==> src/hw/swc_regs.svh <==
// Purpose: Register offsets, field positions and reset values of the sleep and wake-up control.
// Assumes: Byte addresses on a 32-bit AXI4-Lite bus, one aligned word per register.
// Notes: Definitions only.
`ifndef SWC_REGS_SVH
`define SWC_REGS_SVH

`define SWC_ADDR_W 8
`define SWC_DATA_W 32
`define SWC_PRIO_W 3

`define SWC_OFF_CTRL 8'h00
`define SWC_OFF_STAT 8'h04

`define SWC_CTRL_SLEEP_EXIT 0
`define SWC_CTRL_EV_ON_PEND 1
`define SWC_CTRL_IRQ_MASK 2
`define SWC_CTRL_FAULT_MASK 3
`define SWC_CTRL_W 4
`define SWC_CTRL_RST 4'h0

`define SWC_STAT_ASLEEP 0
`define SWC_STAT_IN_EVT 1
`define SWC_STAT_EVENT 2
`define SWC_STAT_DEFER 3
`define SWC_STAT_CAUSE_LO 4
`define SWC_STAT_CAUSE_HI 5

`define SWC_RESP_OKAY 2'h0
`define SWC_RESP_SLVERR 2'h2

`endif

==> src/hw/swc_pkg.sv <==
// Purpose: Types shared by the sleep and wake-up control files.
// Assumes: Nothing beyond the register header.
// Notes: Nothing is imported; users write swc_pkg::name.
`include "swc_regs.svh"

package swc_pkg;

    typedef enum {
        ST_RUN,
        ST_SLEEP_INTR,
        ST_SLEEP_EVT
    } swc_state_e;

    typedef enum logic [1:0] {
        CAUSE_NONE,
        CAUSE_EXC,
        CAUSE_EVENT
    } swc_cause_e;

    typedef struct packed {
        logic [`SWC_ADDR_W-1:0] addr;
        logic [`SWC_DATA_W-1:0] data;
        logic [3:0] strb;
    } swc_wr_s;

endpackage : swc_pkg

==> src/hw/swc_sleep_ctrl.sv <==
// Purpose: Decides when a sleeping processor core halts and when it wakes up.
// Assumes: Core and interrupt controller inputs are on i_clk; lower priority number is more urgent.
// Notes: Control bits sit in a register reached over AXI4-Lite.
`timescale 1ns/1ns
`include "swc_regs.svh"

module swc_sleep_ctrl (
    // Clock and reset.
    input wire logic i_clk,
    input wire logic i_sys_rst,
    // AXI4-Lite write channels.
    input wire logic i_s_axi_awvalid,
    input wire logic [`SWC_ADDR_W-1:0] i_s_axi_awaddr,
    output logic o_s_axi_awready,
    input wire logic i_s_axi_wvalid,
    input wire logic [`SWC_DATA_W-1:0] i_s_axi_wdata,
    input wire logic [3:0] i_s_axi_wstrb,
    output logic o_s_axi_wready,
    output logic o_s_axi_bvalid,
    output logic [1:0] o_s_axi_bresp,
    input wire logic i_s_axi_bready,
    // AXI4-Lite read channels.
    input wire logic i_s_axi_arvalid,
    input wire logic [`SWC_ADDR_W-1:0] i_s_axi_araddr,
    output logic o_s_axi_arready,
    output logic o_s_axi_rvalid,
    output logic [`SWC_DATA_W-1:0] o_s_axi_rdata,
    output logic [1:0] o_s_axi_rresp,
    input wire logic i_s_axi_rready,
    // Core instruction strobes.
    input wire logic i_wait_for_interrupt_instr,
    input wire logic i_wait_for_event_instr,
    input wire logic i_send_event_instr,
    input wire logic i_exc_return_to_thread,
    // Nested interrupt controller.
    input wire logic i_exc_req,
    input wire logic i_exc_enabled,
    input wire logic [`SWC_PRIO_W-1:0] i_exc_prio,
    input wire logic [`SWC_PRIO_W-1:0] i_cur_prio,
    input wire logic i_new_pending,
    // Core control.
    output logic o_core_halt,
    output logic o_wake,
    output logic o_evt_wait_skip,
    output logic o_exc_entry_ok,
    output logic o_event_reg
);

    swc_pkg::swc_state_e state_q;
    swc_pkg::swc_state_e state_d;
    swc_pkg::swc_cause_e cause_q;
    logic [`SWC_CTRL_W-1:0] ctrl_q;
    logic event_q;
    logic halt_q;
    logic wake_q;
    logic skip_q;
    logic defer_q;

    logic wr_en;
    swc_pkg::swc_wr_s wr;
    logic [`SWC_ADDR_W-1:0] rd_addr;
    logic [`SWC_DATA_W-1:0] rd_data;

    ////////////////////////////////////////////////////////////////////////////////////////
    // Register access.
    wire wr_ctrl_hit = (wr.addr == `SWC_OFF_CTRL);
    wire wr_stat_hit = (wr.addr == `SWC_OFF_STAT);
    wire rd_ctrl_hit = (rd_addr == `SWC_OFF_CTRL);
    wire rd_stat_hit = (rd_addr == `SWC_OFF_STAT);
    swc_axil_slave u_bus (
        .i_clk(i_clk),
        .i_sys_rst(i_sys_rst),
        .i_awvalid(i_s_axi_awvalid),
        .i_awaddr(i_s_axi_awaddr),
        .o_awready(o_s_axi_awready),
        .i_wvalid(i_s_axi_wvalid),
        .i_wdata(i_s_axi_wdata),
        .i_wstrb(i_s_axi_wstrb),
        .o_wready(o_s_axi_wready),
        .o_bvalid(o_s_axi_bvalid),
        .o_bresp(o_s_axi_bresp),
        .i_bready(i_s_axi_bready),
        .i_arvalid(i_s_axi_arvalid),
        .i_araddr(i_s_axi_araddr),
        .o_arready(o_s_axi_arready),
        .o_rvalid(o_s_axi_rvalid),
        .o_rdata(o_s_axi_rdata),
        .o_rresp(o_s_axi_rresp),
        .i_rready(i_s_axi_rready),
        .o_wr_en(wr_en),
        .o_wr(wr),
        .i_wr_ok(wr_ctrl_hit | wr_stat_hit),
        .o_rd_addr(rd_addr),
        .i_rd_data(rd_data),
        .i_rd_ok(rd_ctrl_hit | rd_stat_hit)
    );

    wire ctrl_we = wr_en & wr_ctrl_hit & wr.strb[0];

    // Status word; reserved bits read as zero.
    wire [`SWC_DATA_W-1:0] stat_word = {26'h0, cause_q, defer_q, event_q,
        (state_q == swc_pkg::ST_SLEEP_EVT), halt_q};
    wire [`SWC_DATA_W-1:0] ctrl_word = {28'h0, ctrl_q};

    assign rd_data = rd_ctrl_hit ? ctrl_word : (rd_stat_hit ? stat_word : 32'h0000_0000);

    always_ff @(posedge i_clk) begin
        if (i_sys_rst) begin
            ctrl_q <= `SWC_CTRL_RST;
        end else if (ctrl_we) begin
            ctrl_q <= wr.data[`SWC_CTRL_W-1:0];
        end
    end

    ////////////////////////////////////////////////////////////////////////////////////////
    // Wake-up conditions.
    wire sleep_on_exit = ctrl_q[`SWC_CTRL_SLEEP_EXIT];
    wire ev_on_pend = ctrl_q[`SWC_CTRL_EV_ON_PEND];
    wire irq_mask = ctrl_q[`SWC_CTRL_IRQ_MASK];
    wire fault_mask = ctrl_q[`SWC_CTRL_FAULT_MASK];

    // An enabled exception that outranks the current priority.
    wire prio_ok = i_exc_req & i_exc_enabled & (i_exc_prio < i_cur_prio);
    // The fault mask blocks both wake and entry; the interrupt mask alone only defers entry.
    wire exc_wake = prio_ok & ~fault_mask;
    wire entry_ok = prio_ok & ~irq_mask & ~fault_mask;
    wire pend_event = ev_on_pend & i_new_pending;
    wire event_set = i_send_event_instr | pend_event;
    wire evw_event_wake = event_q | pend_event;

    wire in_run = (state_q == swc_pkg::ST_RUN);
    // An interrupt wait in the same cycle takes priority and leaves the event untouched.
    wire evw_hit = in_run & i_wait_for_event_instr & ~i_wait_for_interrupt_instr & event_q;
    wire evw_sleep = in_run & i_wait_for_event_instr & ~event_q & ~exc_wake;
    wire intw_sleep = in_run & i_wait_for_interrupt_instr & ~exc_wake;
    wire exit_sleep = in_run & i_exc_return_to_thread & sleep_on_exit & ~exc_wake;
    wire leave_intw = (state_q == swc_pkg::ST_SLEEP_INTR) & exc_wake;
    wire leave_evw = (state_q == swc_pkg::ST_SLEEP_EVT) & (exc_wake | evw_event_wake);
    wire wake_now = leave_intw | leave_evw;
    // An event is consumed by an event wait that skips or by an event-wait wake.
    wire event_clr = evw_hit | (leave_evw & event_q);

    assign o_exc_entry_ok = entry_ok & in_run;

    ////////////////////////////////////////////////////////////////////////////////////////
    // Sleep state machine.
    always_comb begin
        state_d = state_q;
        case (state_q)
            swc_pkg::ST_RUN: begin
                if (intw_sleep | exit_sleep) begin
                    state_d = swc_pkg::ST_SLEEP_INTR;
                end else if (evw_sleep) begin
                    state_d = swc_pkg::ST_SLEEP_EVT;
                end
            end
            swc_pkg::ST_SLEEP_INTR: begin
                if (leave_intw) begin
                    state_d = swc_pkg::ST_RUN;
                end
            end
            swc_pkg::ST_SLEEP_EVT: begin
                if (leave_evw) begin
                    state_d = swc_pkg::ST_RUN;
                end
            end
            default: begin
                state_d = swc_pkg::ST_RUN;
            end
        endcase
    end

    always_ff @(posedge i_clk) begin
        if (i_sys_rst) begin
            state_q <= swc_pkg::ST_RUN;
            halt_q <= 1'b0;
            wake_q <= 1'b0;
            skip_q <= 1'b0;
        end else begin
            state_q <= state_d;
            halt_q <= (state_d != swc_pkg::ST_RUN);
            wake_q <= wake_now;
            skip_q <= evw_hit;
        end
    end

    // A new event in the same cycle as a clear is kept.
    always_ff @(posedge i_clk) begin
        if (i_sys_rst) begin
            event_q <= 1'b0;
        end else begin
            event_q <= (event_q & ~event_clr) | event_set;
        end
    end

    // Wake cause and whether handler entry is held back by the interrupt mask.
    always_ff @(posedge i_clk) begin
        if (i_sys_rst) begin
            cause_q <= swc_pkg::CAUSE_NONE;
            defer_q <= 1'b0;
        end else begin
            if (wake_now) begin
                cause_q <= exc_wake ? swc_pkg::CAUSE_EXC : swc_pkg::CAUSE_EVENT;
            end
            defer_q <= in_run & prio_ok & irq_mask & ~fault_mask;
        end
    end

    assign o_core_halt = halt_q;
    assign o_wake = wake_q;
    assign o_evt_wait_skip = skip_q;
    assign o_event_reg = event_q;

endmodule : swc_sleep_ctrl

==> src/hw/swc_axil_slave.sv <==
// Purpose: AXI4-Lite slave front end that turns bus transfers into register strobes.
// Assumes: One write and one read under way at a time; address and data may come in any order.
// Notes: The register file and the decode live in the instantiating module.
`timescale 1ns/1ns
`include "swc_regs.svh"

module swc_axil_slave (
    // Clock and reset.
    input wire logic i_clk,
    input wire logic i_sys_rst,
    // Write channels.
    input wire logic i_awvalid,
    input wire logic [`SWC_ADDR_W-1:0] i_awaddr,
    output logic o_awready,
    input wire logic i_wvalid,
    input wire logic [`SWC_DATA_W-1:0] i_wdata,
    input wire logic [3:0] i_wstrb,
    output logic o_wready,
    output logic o_bvalid,
    output logic [1:0] o_bresp,
    input wire logic i_bready,
    // Read channels.
    input wire logic i_arvalid,
    input wire logic [`SWC_ADDR_W-1:0] i_araddr,
    output logic o_arready,
    output logic o_rvalid,
    output logic [`SWC_DATA_W-1:0] o_rdata,
    output logic [1:0] o_rresp,
    input wire logic i_rready,
    // Register side.
    output logic o_wr_en,
    output swc_pkg::swc_wr_s o_wr,
    input wire logic i_wr_ok,
    output logic [`SWC_ADDR_W-1:0] o_rd_addr,
    input wire logic [`SWC_DATA_W-1:0] i_rd_data,
    input wire logic i_rd_ok
);

    logic aw_full_q;
    logic w_full_q;
    logic [`SWC_ADDR_W-1:0] awaddr_q;
    logic [`SWC_DATA_W-1:0] wdata_q;
    logic [3:0] wstrb_q;
    logic bvalid_q;
    logic [1:0] bresp_q;
    logic rvalid_q;
    logic [`SWC_DATA_W-1:0] rdata_q;
    logic [1:0] rresp_q;

    wire aw_take = i_awvalid & o_awready;
    wire w_take = i_wvalid & o_wready;
    wire ar_take = i_arvalid & o_arready;

    assign o_awready = ~aw_full_q & ~bvalid_q;
    assign o_wready = ~w_full_q & ~bvalid_q;
    assign o_arready = ~rvalid_q;
    assign o_wr_en = aw_full_q & w_full_q & ~bvalid_q;
    assign o_wr = '{addr: awaddr_q, data: wdata_q, strb: wstrb_q};
    assign o_rd_addr = i_araddr;
    assign o_bvalid = bvalid_q;
    assign o_bresp = bresp_q;
    assign o_rvalid = rvalid_q;
    assign o_rdata = rdata_q;
    assign o_rresp = rresp_q;

    ////////////////////////////////////////////////////////////////////////////////////////
    always_ff @(posedge i_clk) begin
        if (i_sys_rst) begin
            aw_full_q <= 1'b0;
            w_full_q <= 1'b0;
            bvalid_q <= 1'b0;
            bresp_q <= `SWC_RESP_OKAY;
        end else begin
            if (aw_take) begin
                aw_full_q <= 1'b1;
                awaddr_q <= i_awaddr;
            end
            if (w_take) begin
                w_full_q <= 1'b1;
                wdata_q <= i_wdata;
                wstrb_q <= i_wstrb;
            end
            if (o_wr_en) begin
                aw_full_q <= 1'b0;
                w_full_q <= 1'b0;
                bvalid_q <= 1'b1;
                bresp_q <= i_wr_ok ? `SWC_RESP_OKAY : `SWC_RESP_SLVERR;
            end else if (bvalid_q & i_bready) begin
                bvalid_q <= 1'b0;
            end
        end
    end

    always_ff @(posedge i_clk) begin
        if (i_sys_rst) begin
            rvalid_q <= 1'b0;
            rdata_q <= 32'h0000_0000;
            rresp_q <= `SWC_RESP_OKAY;
        end else if (ar_take) begin
            rvalid_q <= 1'b1;
            rdata_q <= i_rd_data;
            rresp_q <= i_rd_ok ? `SWC_RESP_OKAY : `SWC_RESP_SLVERR;
        end else if (rvalid_q & i_rready) begin
            rvalid_q <= 1'b0;
        end
    end

endmodule : swc_axil_slave

==> config.mk <==
export PLATFORM = sky130hd
export DESIGN_NAME = swc_sleep_ctrl
export DESIGN_NICKNAME = d
export VERILOG_FILES = /design/src/hw/swc_pkg.sv /design/src/hw/swc_sleep_ctrl.sv /design/src/hw/swc_axil_slave.sv
export VERILOG_INCLUDE_DIRS = /design/src /design/src/hw
export SDC_FILE = /design/constraint.sdc
export NUM_CORES = 1
export LEC_CHECK = 0
export BUFFER_PORTS_ARGS = -buffer_cell sky130_fd_sc_hd__buf_4
export CAP_MARGIN = 20
export CORE_ASPECT_RATIO = 0.7
export CORE_MARGIN = 2
export CORE_UTILIZATION = 46
export DETAILED_ROUTE_END_ITERATION = 8
export GPL_ROUTABILITY_DRIVEN = 0
export GPL_TIMING_DRIVEN = 0
export PLACE_DENSITY = 0.82
export SYNTH_ARGS = -nofsm -noshare
export SYNTH_HDL_FRONTEND = slang
export SYNTH_HIERARCHICAL = 1
export SYNTH_SLANG_ARGS = --single-unit
==> constraint.sdc <==
create_clock -name i_clk -period 2.6 [get_ports i_clk]
set_input_delay 0.13 -clock i_clk [delete_from_list [all_inputs] [get_ports i_clk]]
set_output_delay 0.13 -clock i_clk [all_outputs]
set_load 0.02 [all_outputs]
* After elaboration in Yosys (flattened, before gate mapping)
Index checks and enable logic that the tools add are counted.
** Storage, ports and cells
- Word-level logic and storage cells :: 104
- Output and inout bits :: 46
- Flip-flop bits (word level) :: 96
** Cells by class
- Mux-type cells :: 14
- Reductions and logical operators :: 10
- Order comparisons :: 1
- Bitwise gates (word level) :: 55
- Equal/unequal tests :: 6
** Operators with widths (number)
- 32-bit 2-to-1 mux :: 4
- 32-bit case mux with 3 select lines :: 1
- 32-bit by 2-bit == test with 1-bit output, second input constant :: 2
- 32-bit logical NOT :: 2
- 1-bit bitwise AND :: 35
- 32-bit by 1-bit == test with 1-bit output, second input constant :: 1
- 32-bit by 3-bit == test with 1-bit output, second input constant :: 1
- 32-bit nonzero test :: 1
- 8-bit by 3-bit == test with 1-bit output, second input constant :: 2
- 8-bit logical NOT :: 2
- 6-bit 2-to-1 mux :: 2
- 1-bit NOT :: 11
- 1-bit bitwise OR :: 9
- 2-bit 2-to-1 mux :: 3
- 1-bit 2-to-1 mux :: 4
- 2-bit AND reduction :: 2
- 2-bit nonzero test :: 2
- 3-bit less-than comparator :: 1
- 2-bit OR reduction :: 1

* Longest topological paths before layout
- Depth in word-level cells :: 10
- Gate-level depth with buffers :: 7
- Depth with buffers taken out :: 7

* Cells and area by module
The synthesis kept the hierarchy.
** By module, submodules not included
- swc_axil_slave :: sequential area each 2082.0 um2, area each 2752.6 um2, cells an instance 226, instances 1
- swc_sleep_ctrl :: sequential area each 860.8 um2, area each 1427.6 um2, cells an instance 131, instances 1

* Least setup slack after synthesis
No wires, ideal clock.
- Path type :: reg2reg
- Start :: register u_bus.bvalid_q, in the netlist u_bus/o_bvalid
- End :: register u_bus.wdata_q[0], enable pin
- Arrival time :: 2.424 ns
- Setup slack :: -0.253 ns
- Cell stages (with the launch flop) :: 4
- Clock period less this slack :: 2.853 ns
- Buffers on the path :: 0
- Path through :: dfxtp_1 > nor2_1 > nand2_1 > nor2_1
** Between the ends
- Cells in the longest elaborated chain, start to end :: 4
** RTL lines
- from (decl) :: line swc_axil_slave.sv:44 : logic bvalid_q;
- from (signal assigned) :: line swc_axil_slave.sv:71 : bvalid_q <= 1'b0;
- from (signal assigned) :: line swc_axil_slave.sv:86 : bvalid_q <= 1'b1;
- from (signal assigned) :: line swc_axil_slave.sv:89 : bvalid_q <= 1'b0;
- 1-bit NOT :: line swc_axil_slave.sv:55 : assign o_wready = ~w_full_q & ~bvalid_q;
- 1-bit bitwise AND :: line swc_axil_slave.sv:55
- via o_s_axi_wready :: line swc_sleep_ctrl.sv:18 : output logic o_s_axi_wready,
- 1-bit bitwise AND :: line swc_axil_slave.sv:51 : wire w_take = i_wvalid & o_wready;
- 2-bit AND reduction (no line)
- to (signal assigned) :: line swc_axil_slave.sv:80 : wdata_q <= i_wdata;
- to (decl) :: line swc_axil_slave.sv:42 : logic [`SWC_DATA_W-1:0] wdata_q;
The timed path passes the listed nets, and every way through them passes these cells.
A chain may end at the register's enable or synchronous reset.

* Worst setup path in the final report
- Start :: register state_q[14]
- End :: output port o_exc_entry_ok
** Between the ends
- Cells in the longest elaborated chain, start to end :: 2
** RTL lines
- from (decl) :: line swc_sleep_ctrl.sv:49 : swc_pkg::swc_state_e state_q;
- from (signal assigned) :: line swc_sleep_ctrl.sv:175 : state_q <= swc_pkg::ST_RUN;
- from (signal assigned) :: line swc_sleep_ctrl.sv:180 : state_q <= state_d;
- 32-bit logical NOT :: line swc_sleep_ctrl.sv:131 : wire in_run = (state_q == swc_pkg::ST_RUN);
- 1-bit bitwise AND :: line swc_sleep_ctrl.sv:143 : assign o_exc_entry_ok = entry_ok & in_run;
- to (decl) :: line swc_sleep_ctrl.sv:45 : output logic o_exc_entry_ok,
Every way passes these cells.

==> impl_metrics.toml <==
[clocking]
cts_tree = "built"
clk_latency_ns = 0.35
clk_pin_slew_ns = 0.08
ctsLongestPathBuffers = 2
postCtsSetupBuffers = 0
root_buffer = "clkbuf_8"
cts_resized = 0
h-tree-depth = 3
cts_num_sinks = 94
cts_buffers = 9

[floorplanning]
start_util = 0.479
ios = 118
fp-row-count = 25
die_x_um = 104
core-area_um2 = 6790
dieHeight_um = 74.3
dieArea_um2 = 7760

[yosys]
syn_area_per_cell_um2 = 9.97
yosys_warnings = 6
synthCells = 326
syn-cell-area_um2 = 3250

[cells_and_area]
antenna_cells = 0
area_growth_pct = 37.0
seqCellArea_um2 = 2010
drive_gt1_frac = 0.234
layout.nets = 556
design_area_um2 = 4450
multi_input_area_um2 = 1250
nFillCells = 538

[setup_path]
crit_path_start_kind = "register"
required_ns = 2.47
cp_slowest_stage_delay_ns = 0.35
rrSetupSlack_ns = 0.79
ff2ff_path_depth = 6
crit_slowest_cell = "nor4_1"
worstPathMaxFanout = 8
rr_endpoint = "o_event_reg"
cp_cell_sequence = "nor4_1 > nand4_1 > or2_2 > buf_6 > nor3_1 > buf_4"
worstSetupStartpoint = "state_q[14]"
critPathKind = "reg -> out"
crit_end = "o_exc_entry_ok"
cp.arrival_ns = 2.04
end_kind = "output pin"
reg2reg_from = "state_q[14]"

[routing]
wirelength_um = 6620
vias = 2589
drt.antenna.violating_nets = 0
drt_iter0_drc = 57
vias_per_cell = 4.46
first_pass_iters = 4
drcViolationCount = 0
wire_per_inst_um = 11.4

[grt]
grt_pass1_wl_um = 10900
gr-total-overflow = 0
grt_start_max_net_pins = 16
grt_pass1_vias = 2522
grt_usage = 0.178
antenna_found_initial = 0

[sta]
rsz0062_at_grt = "false"
hold_viol = 0
finalWorstSetupSlack_ns = 0.431
setup-tns-final_ns = 0
tightest_slew_ns = 0.590
max_freq_ghz = 0.461
fin_crit_sh = 0.834
relSlewSlack = 0.605
fin_worst_skew_ns = 0.00433
period_needed_ns = 2.17
final_max_slew_viol_count = 0
finalSetupViolCount = 0

[power_and_ir_drop]
vdd_drop_max_mv = 0.335
p_total_mw = 2.72
power_density_nw_per_um2 = 612
p_leak_nw = 2.01

[place]
place_hpwl_um = 4970
io_buffers = 76
pre_cts_slack_ns = 0.835
placed_area_um2 = 4150

[status]
status = "complete, no violations"

[hold_path]
hp-class = "in -> reg"

[job]
maxCapViolCount = 0
-- final cells by class --
cell class                 count  area share
sequential                    94       0.452
multi-input combinational    254       0.281
timing repair buffer          89       0.157
buffer                        25      0.0368
clock buffer                  11      0.0318
tap                           94      0.0264
clock inverter                 5     0.00759
inverter                       9     0.00759
-- worst min-delay path by stage --
| stage | startpoint | endpoint | slack [ns] | depth (start not counted) |
|---|---|---|---|---|
| 2_1_floorplan | i_s_axi_awaddr[0] | u_bus/awaddr_q[0] | 0.23 | 0 |
| 3_3_place_gp | i_s_axi_awaddr[1] | u_bus/awaddr_q[1] | 0.31 | 1 |
| 3_5_place_dp | i_s_axi_awaddr[2] | u_bus/awaddr_q[2] | 0.31 | 1 |
| 4_1_cts | i_s_axi_rready | u_bus/o_rvalid | 0.03 | 3 |
| 5_1_grt | i_s_axi_rready | u_bus/o_rvalid | 0.03 | 3 |
| 6_report | i_send_event_instr | o_event_reg | 0.04 | 3 |
-- placed cells by master, fill, tap and decap left out, types with 3 or more instances in the layout --
| master | instances |
|---|---|
| dfxtp_1 | 81 |
| nand3_1 | 4 |
| o21ai_0 | 5 |
| nand2_1 | 72 |
| nand2b_1 | 4 |
| inv_1 | 9 |
| edfxtp_1 | 13 |
| nand4_1 | 4 |
| clkbuf_1 | 7 |
| mux2i_1 | 7 |
| a211oi_1 | 3 |
| dlygate4sd3_1 | 13 |
| a21oi_1 | 41 |
| buf_4 | 92 |
| and3_1 | 3 |
| clkbuf_8 | 10 |
| nor2_1 | 22 |
| nor4_1 | 9 |
| conb_1 | 58 |
-- per-layer routing --
layer	vias to the layer above	part of all wire	GRT usage
met3	14	0.056	0.0552
met2	71	0.50	0.320
met1	1158	0.43	0.200
li1	1346	-	-
met5	-	0	0
met4	0	0.016	0.0766
-- through the flow --
stage | cells | utilization | hold WS (ns)
global route | 581 | 0.656 | 0.0343
detailed placement | 552 | 0.611 | 0.309
finish | 581 | 0.656 | 0.0389
global placement | 552 | 0.611 | 0.308
floorplan | 382 | - | 0.229
CTS | 581 | 0.656 | 0.0325
-- report_power, final --
part	leakage, nW	total (mW)	internal (mW)	switching [mW]
combinational	1.14	0.300	0.141	0.160
sequential	0.790	1.57	1.54	0.0324
clock	0.0857	0.851	0.374	0.477
-- critical path: cells and delay by family, from the launching register on --
kind	cells	cell delay (ns)
buf+inv	2	0.32
simple gates	4	1.06
flops	1	0.32
-- repair_timing --
action | CTS | global route
setup endpoints to repair | 0 | 0
hold buffers | 13 | 0
endpoints found under the hold margin | 13 | 0
Power figures use the tool's default switching activity.
